--- src/flash_guard_pkg.sv ---
// Constants, encodings and register map of the flash access guard
// Operation
// (RULE_01) Debug port may access unlocked pages
// (RULE_02) Debug port refused on locked pages
// (RULE_03) Debug port may always read security bytes
// (RULE_04) Debug port may always write security bytes
// (RULE_05) Unlocked security page erase clears all locks
// (RULE_06) Locked security page: only full erase
// (RULE_07) Reserved area always refused
// (RULE_08) Lock bytes never restrict firmware
// (RULE_09) Lower firmware may access all but security page
// (RULE_10) Firmware may never erase security page
// (RULE_11) Firmware may read and write security page
// (RULE_12) Upper firmware may access pages above limit
// (RULE_13) Upper firmware refused below the limit
// (RULE_14) Branches below the limit are permitted
// (RULE_15) Timing bit 7 enables sense one-shot
// (RULE_16) Timing bit 6 forces read every cycle
// (RULE_17) Timing bits 5-1 read zero
// (RULE_18) Timing bit 0 gates software write/erase
// (RULE_19) Store write/erase enables default zero, required
// (RULE_20) Scratchpad select redirects to 128-byte sector
// (RULE_21) Limit address is register byte then zero
// (RULE_22) Upper read of lower partition returns zero
// (RULE_23) Firmware classified by issuing program counter
package flash_guard_pkg;
   // ************************************************************
   // Register map
   // ************************************************************
   localparam logic [7:0] FTC_ADDR  = 8'hb7;
   localparam logic [7:0] PSC_ADDR  = 8'h8f;
   localparam logic [7:0] ALR_ADDR  = 8'hb5;
   localparam logic [7:0] FTC_RESET = 8'h80;
   localparam logic [7:0] PSC_RESET = 8'h00;
   localparam logic [7:0] ALR_RESET = 8'h00;
   localparam int FTC_ONESHOT_BIT = 7;
   localparam int FTC_ALWAYS_BIT  = 6;
   localparam int FTC_GATE_BIT    = 0;
   localparam int PSC_SCRATCH_BIT = 2;
   localparam int PSC_ERASE_BIT   = 1;
   localparam int PSC_WRITE_BIT   = 0;
   localparam logic [4:0] FTC_RSVD_VALUE = 5'h00;
   localparam logic [4:0] PSC_UNUSED_VALUE = 5'h00;
   localparam logic [7:0] LIMIT_LOW_BYTE = 8'h00;

   // ************************************************************
   // Flash geometry
   // ************************************************************
   localparam logic [15:0] RESERVED_BASE = 16'hfc00;
   localparam logic [15:0] SEC_PAGE_BASE = 16'hfa00;
   localparam logic [15:0] SEC_PAGE_LAST = 16'hfbff;
   localparam logic [15:0] WRLOCK_ADDR   = 16'hfbfe;
   localparam logic [15:0] RDLOCK_ADDR   = 16'hfbff;
   localparam logic [15:0] SCRATCH_SIZE  = 16'h0080;
   localparam int SEC_LOCK_BIT  = 7;
   localparam int BLOCK_MSB     = 15;
   localparam int BLOCK_LSB     = 13;

   // ************************************************************
   // Timing
   // ************************************************************
   localparam int CLK_PERIOD_PS     = 4000;
   localparam int SENSE_HOLD_NS     = 20;
   localparam int SENSE_HOLD_CYCLES =
      (SENSE_HOLD_NS * 1000 + CLK_PERIOD_PS - 1) / CLK_PERIOD_PS;
   localparam int SENSE_W = 4;

   // ************************************************************
   // Encodings
   // ************************************************************
   typedef enum logic {
      SRC_DEBUG    = 1'b0,
      SRC_FIRMWARE = 1'b1
   } src_e;

   typedef enum logic [1:0] {
      OP_READ  = 2'b00,
      OP_WRITE = 2'b01,
      OP_ERASE = 2'b10,
      OP_FETCH = 2'b11
   } op_e;
endpackage : flash_guard_pkg

--- src/guard_if.sv ---
// Request and verdict bundle between the guard top and its judge
`timescale 1ns/10ps
`default_nettype none
interface guard_if;
   flash_guard_pkg::src_e src;
   flash_guard_pkg::op_e  op;
   logic [15:0]           addr;
   logic [15:0]           pc;
   logic [15:0]           limit;
   logic                  scratch;
   logic                  prog_gate;
   logic                  write_en;
   logic                  erase_en;
   logic [7:0]            wrlock;
   logic [7:0]            rdlock;
   logic                  allow;
   logic                  full_erase;
   logic                  clear_sec;
   logic                  zero_read;

   modport top (
      output src, op, addr, pc, limit, scratch, prog_gate, write_en, erase_en,
      output wrlock, rdlock,
      input  allow, full_erase, clear_sec, zero_read
   );
   modport judge (
      input  src, op, addr, pc, limit, scratch, prog_gate, write_en, erase_en,
      input  wrlock, rdlock,
      output allow, full_erase, clear_sec, zero_read
   );
endinterface : guard_if
`default_nettype wire

--- src/flash_access_guard.sv ---
// Flash access guard top: control registers, verdict register, sense control
`timescale 1ns/10ps
`default_nettype none
module flash_access_guard (
   input  wire logic        clk,
   input  wire logic        nrst,
   input  wire logic [7:0]  sfr_addr,
   input  wire logic        sfr_wr,
   input  wire logic        sfr_rd,
   input  wire logic [7:0]  sfr_wdata,
   output logic      [7:0]  sfr_rdata,
   input  wire logic        req_valid,
   input  wire logic        req_src,
   input  wire logic [1:0]  req_op,
   input  wire logic [15:0] req_addr,
   input  wire logic [15:0] req_pc,
   input  wire logic [7:0]  wrlock_byte,
   input  wire logic [7:0]  rdlock_byte,
   output logic             resp_valid,
   output logic             resp_allow,
   output logic             resp_full_erase,
   output logic             resp_clear_security,
   output logic             resp_zero_read,
   output logic             resp_scratch,
   output logic             sense_amp_on
);
   // ************************************************************
   // State
   // ************************************************************
   typedef struct packed {
      logic                                  oneshot;
      logic                                  read_always;
      logic                                  prog_gate;
      logic                                  scratch;
      logic                                  erase_en;
      logic                                  write_en;
      logic [7:0]                            limit;
      logic                                  limit_done;
      logic [7:0]                            rdata;
      logic                                  valid;
      logic                                  allow;
      logic                                  full;
      logic                                  clr;
      logic                                  zero;
      logic                                  to_scr;
      logic                                  amp;
      logic [flash_guard_pkg::SENSE_W-1:0]   amp_cnt;
   } state_s;

   localparam logic [flash_guard_pkg::SENSE_W-1:0] HOLD =
      flash_guard_pkg::SENSE_W'(flash_guard_pkg::SENSE_HOLD_CYCLES);

   state_s st_reg;
   state_s st_next;
   logic   is_read;

   guard_if gi ();

   // ************************************************************
   // Judge hookup
   // ************************************************************
   assign gi.src       = flash_guard_pkg::src_e'(req_src);
   assign gi.op        = flash_guard_pkg::op_e'(req_op);
   assign gi.addr      = req_addr;
   assign gi.pc        = req_pc;
   assign gi.limit     = {st_reg.limit, flash_guard_pkg::LIMIT_LOW_BYTE}; // [RULE_21]
   assign gi.scratch   = st_reg.scratch;
   assign gi.prog_gate = st_reg.prog_gate;
   assign gi.write_en  = st_reg.write_en;
   assign gi.erase_en  = st_reg.erase_en;
   assign gi.wrlock    = wrlock_byte;
   assign gi.rdlock    = rdlock_byte;

   access_judge u_judge (
      .g (gi.judge)
   );

   // ************************************************************
   // Next state
   // ************************************************************
   always_comb begin
      st_next = st_reg;
      is_read = req_valid && gi.allow &&
                (req_op == flash_guard_pkg::OP_READ || req_op == flash_guard_pkg::OP_FETCH);

      // Register writes
      if (sfr_wr) begin
         if (sfr_addr == flash_guard_pkg::FTC_ADDR) begin
            st_next.oneshot     = sfr_wdata[flash_guard_pkg::FTC_ONESHOT_BIT]; // [RULE_15]
            st_next.read_always = sfr_wdata[flash_guard_pkg::FTC_ALWAYS_BIT];  // [RULE_16]
            st_next.prog_gate   = sfr_wdata[flash_guard_pkg::FTC_GATE_BIT];    // [RULE_18]
         end else if (sfr_addr == flash_guard_pkg::PSC_ADDR) begin
            st_next.scratch  = sfr_wdata[flash_guard_pkg::PSC_SCRATCH_BIT]; // [RULE_20]
            st_next.erase_en = sfr_wdata[flash_guard_pkg::PSC_ERASE_BIT];   // [RULE_19]
            st_next.write_en = sfr_wdata[flash_guard_pkg::PSC_WRITE_BIT];   // [RULE_19]
         end else if (sfr_addr == flash_guard_pkg::ALR_ADDR) begin
            // Write-once per reset so upper code cannot move the limit
            if (!st_reg.limit_done) begin
               st_next.limit      = sfr_wdata;
               st_next.limit_done = 1'b1;
            end
         end
      end

      // Register reads, captured into a flop
      if (sfr_rd) begin
         if (sfr_addr == flash_guard_pkg::FTC_ADDR) begin
            st_next.rdata = {st_reg.oneshot, st_reg.read_always,
                             flash_guard_pkg::FTC_RSVD_VALUE, st_reg.prog_gate}; // [RULE_17]
         end else if (sfr_addr == flash_guard_pkg::PSC_ADDR) begin
            st_next.rdata = {flash_guard_pkg::PSC_UNUSED_VALUE, st_reg.scratch,
                             st_reg.erase_en, st_reg.write_en};
         end else if (sfr_addr == flash_guard_pkg::ALR_ADDR) begin
            st_next.rdata = st_reg.limit;
         end else begin
            st_next.rdata = 8'h00;
         end
      end

      // Verdict, one cycle after the request
      st_next.valid  = req_valid;
      st_next.allow  = req_valid && gi.allow;
      st_next.full   = req_valid && gi.full_erase;
      st_next.clr    = req_valid && gi.clear_sec;
      st_next.zero   = req_valid && gi.zero_read;
      st_next.to_scr = req_valid && st_reg.scratch &&
                       req_src == flash_guard_pkg::SRC_FIRMWARE &&
                       req_op != flash_guard_pkg::OP_FETCH;

      // Sense amplifier control
      if (st_reg.read_always) begin
         st_next.amp     = 1'b1; // [RULE_16]
         st_next.amp_cnt = HOLD;
      end else if (is_read) begin
         st_next.amp     = 1'b1;
         st_next.amp_cnt = HOLD;
      end else if (st_reg.oneshot) begin
         // One-shot saves power; disabled it leaves amps on after a read
         if (st_reg.amp_cnt != '0) begin
            st_next.amp_cnt = st_reg.amp_cnt - 1'b1; // [RULE_15]
         end
         st_next.amp = st_reg.amp_cnt > 1; // [RULE_15]
      end
   end

   // ************************************************************
   // Registers
   // ************************************************************
   always_ff @(posedge clk) begin
      if (!nrst) begin
         st_reg             <= '0;
         st_reg.oneshot     <= flash_guard_pkg::FTC_RESET[flash_guard_pkg::FTC_ONESHOT_BIT];
         st_reg.read_always <= flash_guard_pkg::FTC_RESET[flash_guard_pkg::FTC_ALWAYS_BIT];
         st_reg.prog_gate   <= flash_guard_pkg::FTC_RESET[flash_guard_pkg::FTC_GATE_BIT];
         st_reg.scratch     <= flash_guard_pkg::PSC_RESET[flash_guard_pkg::PSC_SCRATCH_BIT];
         st_reg.erase_en    <= flash_guard_pkg::PSC_RESET[flash_guard_pkg::PSC_ERASE_BIT];
         st_reg.write_en    <= flash_guard_pkg::PSC_RESET[flash_guard_pkg::PSC_WRITE_BIT];
         st_reg.limit       <= flash_guard_pkg::ALR_RESET;
      end else begin
         st_reg <= st_next;
      end
   end

   // ************************************************************
   // Outputs
   // ************************************************************
   assign sfr_rdata           = st_reg.rdata;
   assign resp_valid          = st_reg.valid;
   assign resp_allow          = st_reg.allow;
   assign resp_full_erase     = st_reg.full;
   assign resp_clear_security = st_reg.clr;
   assign resp_zero_read      = st_reg.zero;
   assign resp_scratch        = st_reg.to_scr;
   assign sense_amp_on        = st_reg.amp;
endmodule : flash_access_guard
`default_nettype wire

--- src/access_judge.sv ---
// Combinational access permission decision
`timescale 1ns/10ps
`default_nettype none
module access_judge (
   guard_if.judge g
);
   // ************************************************************
   // Helpers
   // ************************************************************
   function automatic logic in_range(input logic [15:0] a, input logic [15:0] lo,
                                     input logic [15:0] hi);
      return (a >= lo) && (a <= hi);
   endfunction : in_range

   function automatic logic [2:0] block_of(input logic [15:0] a);
      return a[flash_guard_pkg::BLOCK_MSB:flash_guard_pkg::BLOCK_LSB];
   endfunction : block_of

   logic reserved;
   logic sec_page;
   logic lock_loc;
   logic sec_locked;
   logic below;
   logic pc_up;

   // ************************************************************
   // Decision
   // ************************************************************
   always_comb begin
      reserved     = g.addr >= flash_guard_pkg::RESERVED_BASE;
      sec_page     = in_range(g.addr, flash_guard_pkg::SEC_PAGE_BASE,
                              flash_guard_pkg::SEC_PAGE_LAST);
      lock_loc     = (g.addr == flash_guard_pkg::WRLOCK_ADDR) ||
                     (g.addr == flash_guard_pkg::RDLOCK_ADDR);
      sec_locked   = !g.wrlock[flash_guard_pkg::SEC_LOCK_BIT];
      below        = g.addr < g.limit;
      pc_up        = g.pc >= g.limit; // [RULE_23]
      g.allow      = 1'b0;
      g.full_erase = 1'b0;
      g.clear_sec  = 1'b0;
      g.zero_read  = 1'b0;
      if (g.src == flash_guard_pkg::SRC_DEBUG) begin
         if (reserved) begin
            g.allow = 1'b0; // [RULE_07]
         end else if (lock_loc && g.op == flash_guard_pkg::OP_READ) begin
            g.allow = 1'b1; // [RULE_03]
         end else if (lock_loc && g.op == flash_guard_pkg::OP_WRITE) begin
            g.allow = 1'b1; // [RULE_04]
         end else if (lock_loc && g.op == flash_guard_pkg::OP_ERASE && sec_locked) begin
            g.allow      = 1'b1; // [RULE_06]
            g.full_erase = 1'b1; // [RULE_06]
         end else if (sec_page && g.op == flash_guard_pkg::OP_ERASE) begin
            g.allow     = !sec_locked; // [RULE_05] [RULE_06]
            g.clear_sec = !sec_locked; // [RULE_05]
         end else if (g.op == flash_guard_pkg::OP_READ || g.op == flash_guard_pkg::OP_FETCH) begin
            g.allow = g.rdlock[block_of(g.addr)]; // [RULE_01] [RULE_02]
         end else begin
            g.allow = g.wrlock[block_of(g.addr)]; // [RULE_01] [RULE_02]
         end
      end else begin
         // Lock bytes deliberately not consulted on this path [RULE_08]
         if (g.scratch && g.op != flash_guard_pkg::OP_FETCH) begin
            g.allow = g.addr < flash_guard_pkg::SCRATCH_SIZE; // [RULE_20]
         end else if (reserved) begin
            g.allow = 1'b0; // [RULE_07]
         end else if (g.op == flash_guard_pkg::OP_FETCH) begin
            g.allow = 1'b1; // [RULE_14]
         end else if (sec_page && g.op == flash_guard_pkg::OP_ERASE) begin
            g.allow = 1'b0; // [RULE_10]
         end else if (sec_page) begin
            g.allow = 1'b1; // [RULE_11]
         end else if (pc_up && below) begin
            g.allow     = 1'b0; // [RULE_13]
            g.zero_read = g.op == flash_guard_pkg::OP_READ; // [RULE_22]
         end else begin
            g.allow = 1'b1; // [RULE_09] [RULE_12]
         end
         // Software program gates apply on top of the partition verdict
         if (g.op == flash_guard_pkg::OP_WRITE && !(g.prog_gate && g.write_en)) begin
            g.allow = 1'b0; // [RULE_18] [RULE_19]
         end
         if (g.op == flash_guard_pkg::OP_ERASE &&
             !(g.prog_gate && g.write_en && g.erase_en)) begin
            g.allow = 1'b0; // [RULE_18] [RULE_19]
         end
      end
   end
endmodule : access_judge
`default_nettype wire

--- config.mk ---
export PLATFORM = sky130hd
export DESIGN_NAME = flash_access_guard
export DESIGN_NICKNAME = d
export VERILOG_FILES = /design/src/flash_guard_pkg.sv /design/src/guard_if.sv /design/src/flash_access_guard.sv /design/src/access_judge.sv
export SDC_FILE = /design/constraint.sdc
export NUM_CORES = 1
export LEC_CHECK = 0
export BUFFER_PORTS_ARGS = -buffer_cell sky130_fd_sc_hd__buf_2
export CORE_UTILIZATION = 49
export DETAILED_ROUTE_END_ITERATION = 8
export MAX_ROUTING_LAYER = met4
export PLACE_DENSITY_LB_ADDON = 0.05
export SLEW_MARGIN = 20
export SYNTH_ARGS = -nofsm -noshare
export SYNTH_HDL_FRONTEND = slang
export SYNTH_SLANG_ARGS = --single-unit
--- constraint.sdc ---
create_clock -name clk -period 2.6 [get_ports clk]
set_input_delay 0.26 -clock clk [delete_from_list [all_inputs] [get_ports clk]]
set_output_delay 0.26 -clock clk [all_outputs]
set_load 0.1 [all_outputs]
==> qor.csv, run 1 <==
stage,metric,value,unit
power,power density over cell area,506.5,nW/µm²
worst_setup_path,CP max stage delay,0.39,ns
worst_setup_path,WP data required,2.77,ns
worst_setup_path,CP Class,flip-flop to flip-flop,
clock_network,H-tree Lvls,2,
floorplan,IO Pins,87,
yosys,Synth warnings,0,
yosys,combinational family with the most area after synthesis,simple AND/OR/NAND/NOR gates,
worst_hold_path,hold crit path type,input port to flip-flop,
yosys,Post-synth ARST share,0,%
power,Leak,0.001222,µW
sta,setup violators final,0,
yosys,synth top area cells,"dfxtp_1 30%, ha_1 12%, nor2b_1 6.1%",
worst_hold_path,Hold Path Sink,st_reg[33]$_SDFFE_PN1P_,
global_routing,initial antenna violation count,0,
sta,unrepaired setup endpoints after global routing,false,
route,DRC Markers,0,
worst_setup_path,CP max-delay cell,dfxtp_1,
clock_network,Inserted Clock Buffers,5,
finish,multi-input logic area,1425,µm²
yosys,Post-Synth Adder-Cell Area,11.63,%
yosys,most common cell in the netlist,dfxtp_1,
global_routing,GRT Total Usage,23.18,%
worst_setup_path,Crit Path Max Fanout,5,
route,DRT Wirelength,5121,µm
yosys,register area share after synthesis,30.12,%
yosys,Post-synth top flop,dfxtp_1,
yosys,post-synthesis mux area share,10.91,%
clock_network,CTS tree,done,
sta,Rel. slew slack,63.87,%
finish,Non-Filler Instances,385,
clock_network,Post-CTS Hold Fix Bufs,0,
placed_design,Final HPWL DP,4181,µm
route,First-pass DRT Iterations,4,
worst_setup_path,FF-to-FF setup slack,0.37,ns
yosys,Post-synth EDFFs,0,
flow_run,max cap viols,0,
clock_network,clk root buf,clkbuf_8,
yosys,Mapped Cells,252,
worst_setup_path,CP Capture Type,flip-flop,
global_routing,largest net degree at the start of global routing,30,
yosys,complex-gate fraction of the synthesized area,15.28,%
worst_setup_path,CP Data Arrival Time,2.39,ns
sta,Max Clk Rate,0.4492,GHz
route,vias per cell,5.325,
placed_design,gp weighted congestion,0.8413,
global_routing,first-pass GRT wire length,9032,µm
worst_setup_path,capturing point of the worst reg2reg path,sense_amp_on$_SDFFE_PN0P_,
sta,Final WS setup,0.3738,ns
finish,nets,425,
sta,Final Slew Violations,0,
floorplan,area of the die,4887,µm²
sta,fin crit share,85.62,%
yosys,Synth Register Bits,34,
clock_network,Num Clock Sinks,34,
placed_design,DP Worst Slack,0.3854,ns
yosys,most frequent cells after synthesis,"34 x dfxtp_1, 22 x nor2b_1, 21 x ha_1",
worst_setup_path,"Cell Chain, Critical Path",inv_1 > ha_1 > a21oi_1 > nor2b_1 > o21ai_0 > o2111ai_1 > o31ai_4 > a21oi_4 > o31a_1,
floorplan,# rows,24,
sta,Layout Skew,0.002201,ns
yosys,XOR/XNOR share of the synthesized area,0.3876,%
route,Via Count,2050,
sta,Final TNS setup,0,ns
finish,synth-to-layout area growth,22.76,%
yosys,Mapped Area,2260,µm²
yosys,Simple-Gate Fraction of Synth Area,24.86,%
finish,fin util,63.27,%
worst_setup_path,worst r2r path cells,9,
sta,measured slew at the worst slew-check pin,0.5402,ns
power,maximum vdd drop,0.3949,mV
yosys,leading area contributor after synthesis,dfxtp_1,
yosys,Mapped Nets,345,
global_routing,GRT overflow,0,
placed_design,Port Buffer Count,85,
clock_network,Clock Path Buffers,2,
finish,register cell area after layout,680.7,µm²
floorplan,CORE AREA,4384,µm²
worst_hold_path,WHS Path Cells,3,
clock_network,Post-CTS Resized,0,
clock_network,clock latency on the worst-skew pair,0.27,ns
clock_network,Worst-path clk slew,0.07,ns
floorplan,Initial Utilization,51.54,%
finish,fillers,410,
worst_setup_path,worst r2r src,gi.limit[13]$_SDFFE_PN0P_,
sta,final hold violations,0,
yosys,Mapped Avg Cell Area,8.967,µm²
finish,Ant. Diodes,0,
route,DR iter-0 viols,42,
sta,final period demand of the worst path,2.226,ns
route,DRT antenna net count,0,
run_status,outcome,finished clean,
floorplan,chip height,69.91,µm
worst_setup_path,startpoint types,flip-flop,
finish,layout cells sized above 1,31.53,%
yosys,share of the synthesized area in the top cell type,30.12,%
placed_design,dpl cells,377,
clock_network,total setup buffers inserted after CTS,0,
route,drt wl/cell,13.30,µm
global_routing,vias in the first global route,2079,
floorplan,die width,69.91,µm
worst_hold_path,hold_sp,sfr_wdata[7],
yosys,synth unique cells,48,
[report_power, final]
| part | switching (µW) | leakage, µW | total [µW] | internal, µW |
|---|---|---|---|---|
| logic | 248 | 0.000900 | 430 | 181 |
| registers | 24.3 | 0.000276 | 578 | 554 |
| clock network | 184 | 0.0000472 | 397 | 213 |
[logic make-up (layout without fill, tap and decap cells)]
logic type	count (synthesis)	count (layout)
buffers and inverters	31	112
DFF	34	34
adders and majority gates	21	21
and+or+nand+nor	98	98
AOI/OAI and AO/OA	49	49
muxes	18	18
xor gates and xnor gates	1	1
[final cells by class]
class | count | area share, %
inverters | 16 | 2.165
clock buffers | 6 | 2.977
repair buffers | 88 | 16.15
clock inverters | 2 | 0.4511
well taps | 52 | 2.346
flip-flops and latches | 34 | 24.54
multi-input cells | 187 | 51.38
[how the worst max path moves through the flow]
stage,cells after the start,from,to
floorplan,9,gi.limit[9]$_SDFFE_PN0P_,sense_amp_on$_SDFFE_PN0P_
global placement,9,req_op[0],sense_amp_on$_SDFFE_PN0P_
detailed placement,9,req_op[0],sense_amp_on$_SDFFE_PN0P_
CTS,9,gi.limit[9]$_SDFFE_PN0P_,sense_amp_on$_SDFFE_PN0P_
global route,9,gi.limit[13]$_SDFFE_PN0P_,sense_amp_on$_SDFFE_PN0P_
finish,9,gi.limit[13]$_SDFFE_PN0P_,sense_amp_on$_SDFFE_PN0P_
[metrics by stage]
step	total power, µW	hold WS [ns]	area [µm²]
3_5_place_dp	1019	0.4775	2679
4_1_cts	1430	0.2313	2774
3_3_place_gp	1013	0.4665	2679
2_1_floorplan	908.1	0.3851	2260
5_1_grt	1497	0.2445	2774
6_report	1405	0.2396	2774
[per-layer routing]
| metal | GRT usage, % | wire length, µm |
|---|---|---|
| met5 | - | 0 |
| met4 | 5.111 | 24 |
| met3 | 3.608 | 145 |
| met2 | 38.35 | 2517 |
| met1 | 30.00 | 2433 |
[layout by cell type, fill, tap and decap left out, types with 10 or more instances in the layout]
master,instances
ha_1,21
nand3_1,10
inv_1,16
nor2b_1,22
nor2_1,10
o21ai_0,10
buf_2,85
a21oi_1,14
dfxtp_1,34
mux2i_1,13
nand2_1,20
[worst max-delay path, delay by kind of cell, from the launching register on]
kind / cells / cell delay (ns)
AOI/OAI and AO/OA: 6 / 1.29
DFF: 1 / 0.39
adders and majority gates: 1 / 0.30
buffers and inverters: 1 / 0.09
and+or+nand+nor: 1 / 0.06
No activity file was read; power rests on OpenSTA's default activity.
==> run 2, diff against run 1 <==
ABC_CLOCK_PERIOD_IN_PS = 2600   (was unset)
CELL_PAD_IN_SITES_DETAIL_PLACEMENT = 0   (was unset)
CELL_PAD_IN_SITES_GLOBAL_PLACEMENT = 1   (was unset)
CORE_UTILIZATION = 36   (was 49)
==> qor.csv, run 2 (synthesis gave the netlist of run 1 again) <==
stage,metric,value,unit,change
sta,final hold violations,0,,unchanged
clock_network,Worst-path clk slew,0.07,ns,about the same
global_routing,initial antenna violation count,0,,unchanged
placed_design,Final HPWL DP,4394,µm,+5.1%
floorplan,area of the die,6598,µm²,+35%
worst_setup_path,critical path's top delay family,compound AO/OA/AOI/OAI gates,,
worst_setup_path,Crit path buffers/inverters,1,,unchanged
clock_network,Post-CTS Hold Fix Bufs,0,,unchanged
floorplan,# rows,28,,+17%
sta,Final Slew Violations,0,,unchanged
flow_run,max cap viols,0,,unchanged
sta,fin crit share,84.67,%,-0.95 points
clock_network,clk root buf,clkbuf_8,,
worst_setup_path,"Cell Chain, Critical Path",inv_1 > ha_1 > a21oi_1 > nor2b_1 > o21ai_0 > o2111ai_1 > o31ai_4 > a21oi_4 > o31a_1,,
route,DR iter-0 viols,55,,+31%
floorplan,chip height,81.23,µm,+16%
floorplan,die width,81.23,µm,+16%
worst_setup_path,WP data required,2.76,ns,about the same
floorplan,CORE AREA,5991,µm²,+37%
global_routing,first-pass GRT wire length,8990,µm,-0.47%
worst_hold_path,Hold Path Sink,st_reg[33]$_SDFFE_PN1P_,,
clock_network,Clock Path Buffers,2,,unchanged
finish,Non-Filler Instances,408,,+6.0%
power,power density over cell area,501.5,nW/µm²,-0.98%
global_routing,largest net degree at the start of global routing,30,,unchanged
power,maximum vdd drop,0.4818,mV,+22%
worst_setup_path,capturing point of the worst reg2reg path,st_reg[2]$_SDFFE_PN0P_,,
floorplan,IO Pins,87,,unchanged
sta,Final TNS setup,0,ns,unchanged
global_routing,GRT Total Usage,18.75,%,-4.4 points
sta,Layout Skew,0.01242,ns,+0.01021 ns
global_routing,vias in the first global route,1930,,-7.2%
route,First-pass DRT Iterations,4,,unchanged
finish,"commonest cells after routing, fill and taps aside","85 x buf_2, 34 x dfxtp_1, 22 x nor2b_1",,
finish,layout cells sized above 1,31.23,%,-0.30 points
worst_hold_path,WHS Path Cells,3,,unchanged
finish,synth-to-layout area growth,23.86,%,
route,Via Count,2026,,-1.2%
worst_setup_path,startpoint types,flip-flop,,
sta,Rel. slew slack,61.89,%,-2.0 points
worst_setup_path,worst r2r path cells,9,,unchanged
route,DRT antenna net count,0,,unchanged
finish,nets,425,,unchanged
finish,fillers,601,,+47%
clock_network,H-tree Lvls,2,,unchanged
finish,"commonest non-fill, non-tap cell in the layout",buf_2,,
worst_setup_path,CP max-delay cell,dfxtp_1,,
worst_hold_path,hold_sp,sfr_wdata[7],,
clock_network,Num Clock Sinks,34,,unchanged
clock_network,CTS tree,done,,
worst_setup_path,CP max stage delay,0.37,ns,-0.02 ns
sta,final period demand of the worst path,2.201,ns,-0.02480 ns
clock_network,clock latency on the worst-skew pair,0.28,ns,about the same
placed_design,dpl cells,400,,+6.1%
run_status,outcome,finished clean,,
clock_network,total setup buffers inserted after CTS,0,,unchanged
finish,Ant. Diodes,0,,unchanged
route,drt wl/cell,13.18,µm,-0.90%
sta,unrepaired setup endpoints after global routing,false,,
power,Leak,0.001224,µW,about the same
sta,measured slew at the worst slew-check pin,0.5699,ns,+0.02970 ns
worst_setup_path,Crit Path Max Fanout,5,,unchanged
placed_design,gp weighted congestion,0.7367,,-12%
clock_network,Post-CTS Resized,0,,unchanged
sta,setup violators final,0,,unchanged
floorplan,Initial Utilization,37.72,%,-14 points
route,DRC Markers,0,,unchanged
placed_design,Port Buffer Count,85,,unchanged
global_routing,GRT overflow,0,,unchanged
worst_setup_path,CP Data Arrival Time,2.37,ns,-0.02 ns
worst_setup_path,CP Class,flip-flop to flip-flop,,
worst_setup_path,CP Capture Type,flip-flop,,
worst_setup_path,FF-to-FF setup slack,0.40,ns,+0.02 ns
route,vias per cell,4.966,,-6.7%
worst_setup_path,worst r2r src,gi.limit[13]$_SDFFE_PN0P_,,
worst_hold_path,hold crit path type,input port to flip-flop,,
clock_network,Inserted Clock Buffers,5,,unchanged
sta,Max Clk Rate,0.4543,GHz,+1.1%
route,DRT Wirelength,5378,µm,+5.0%
run 2: layer usage:
| metal | global-route usage [%] | vias up | share of wire, % |
|---|---|---|---|
| met5 | - | - | 0 |
| met4 | 5.357 | 0 | 0.99 |
| met3 | 4.719 | 4 | 4.0 |
| met2 | 29.75 | 52 | 47 |
| met1 | 23.41 | 900 | 48 |
| li1 | - | 1070 | - |
run 2: metrics by stage:
stage / setup slack, ns / area, µm² / utilization [%] / hold slack [ns] / total power, µW
2_1_floorplan: 0.6137 / 2260 / - / 0.3851 / 908.1
6_report: 0.3987 / 2799 / 46.72 / 0.2103 / 1404
5_1_grt: 0.2718 / 2799 / 46.72 / 0.2285 / 1511
3_3_place_gp: 0.4191 / 2708 / 45.20 / 0.4688 / 1020
4_1_cts: 0.3878 / 2799 / 46.72 / 0.2032 / 1425
3_5_place_dp: 0.4071 / 2708 / 45.20 / 0.4745 / 1021
run 2: layout make-up:
class                           count  area [µm²]  area share, %
Multi-Input combinational cell    187        1425          50.92
Sequential cell                    34       680.7          24.32
Timing Repair Buffer               88       447.9          16.00
Tap cell                           75       93.84          3.353
Clock buffer                        7       86.33          3.084
Inverter                           16       60.06          2.146
Clock inverter                      1       5.005         0.1788
run 2: worst max-delay path by stage:
stage | from | to | slack [ns] | cells after the start
3_3_place_gp | req_op[0] | sense_amp_on$_SDFFE_PN0P_ | 0.42 | 9
3_5_place_dp | gi.limit[9]$_SDFFE_PN0P_ | st_reg[2]$_SDFFE_PN0P_ | 0.41 | 9
2_1_floorplan | gi.limit[9]$_SDFFE_PN0P_ | sense_amp_on$_SDFFE_PN0P_ | 0.61 | 9
5_1_grt | gi.limit[9]$_SDFFE_PN0P_ | st_reg[0]$_SDFFE_PN0P_ | 0.27 | 9
6_report | gi.limit[13]$_SDFFE_PN0P_ | st_reg[2]$_SDFFE_PN0P_ | 0.40 | 9
4_1_cts | gi.limit[9]$_SDFFE_PN0P_ | st_reg[2]$_SDFFE_PN0P_ | 0.39 | 9
run 2: power breakdown:
group / internal, µW / leakage (µW) / total [µW] / switching (µW)
Sequential: 554 / 0.000276 / 577 / 22.9
Clock: 214 / 0.0000482 / 400 / 186
Combinational: 181 / 0.000900 / 427 / 246
run 2: worst register-to-register path, stage by stage (launching register included):
cell       delay (ns)
dfxtp_1          0.37
inv_1            0.09
ha_1             0.29
a21oi_1          0.13
nor2b_1          0.05
o21ai_0          0.15
o2111ai_1        0.22
o31ai_4          0.36
a21oi_4          0.12
o31a_1           0.29
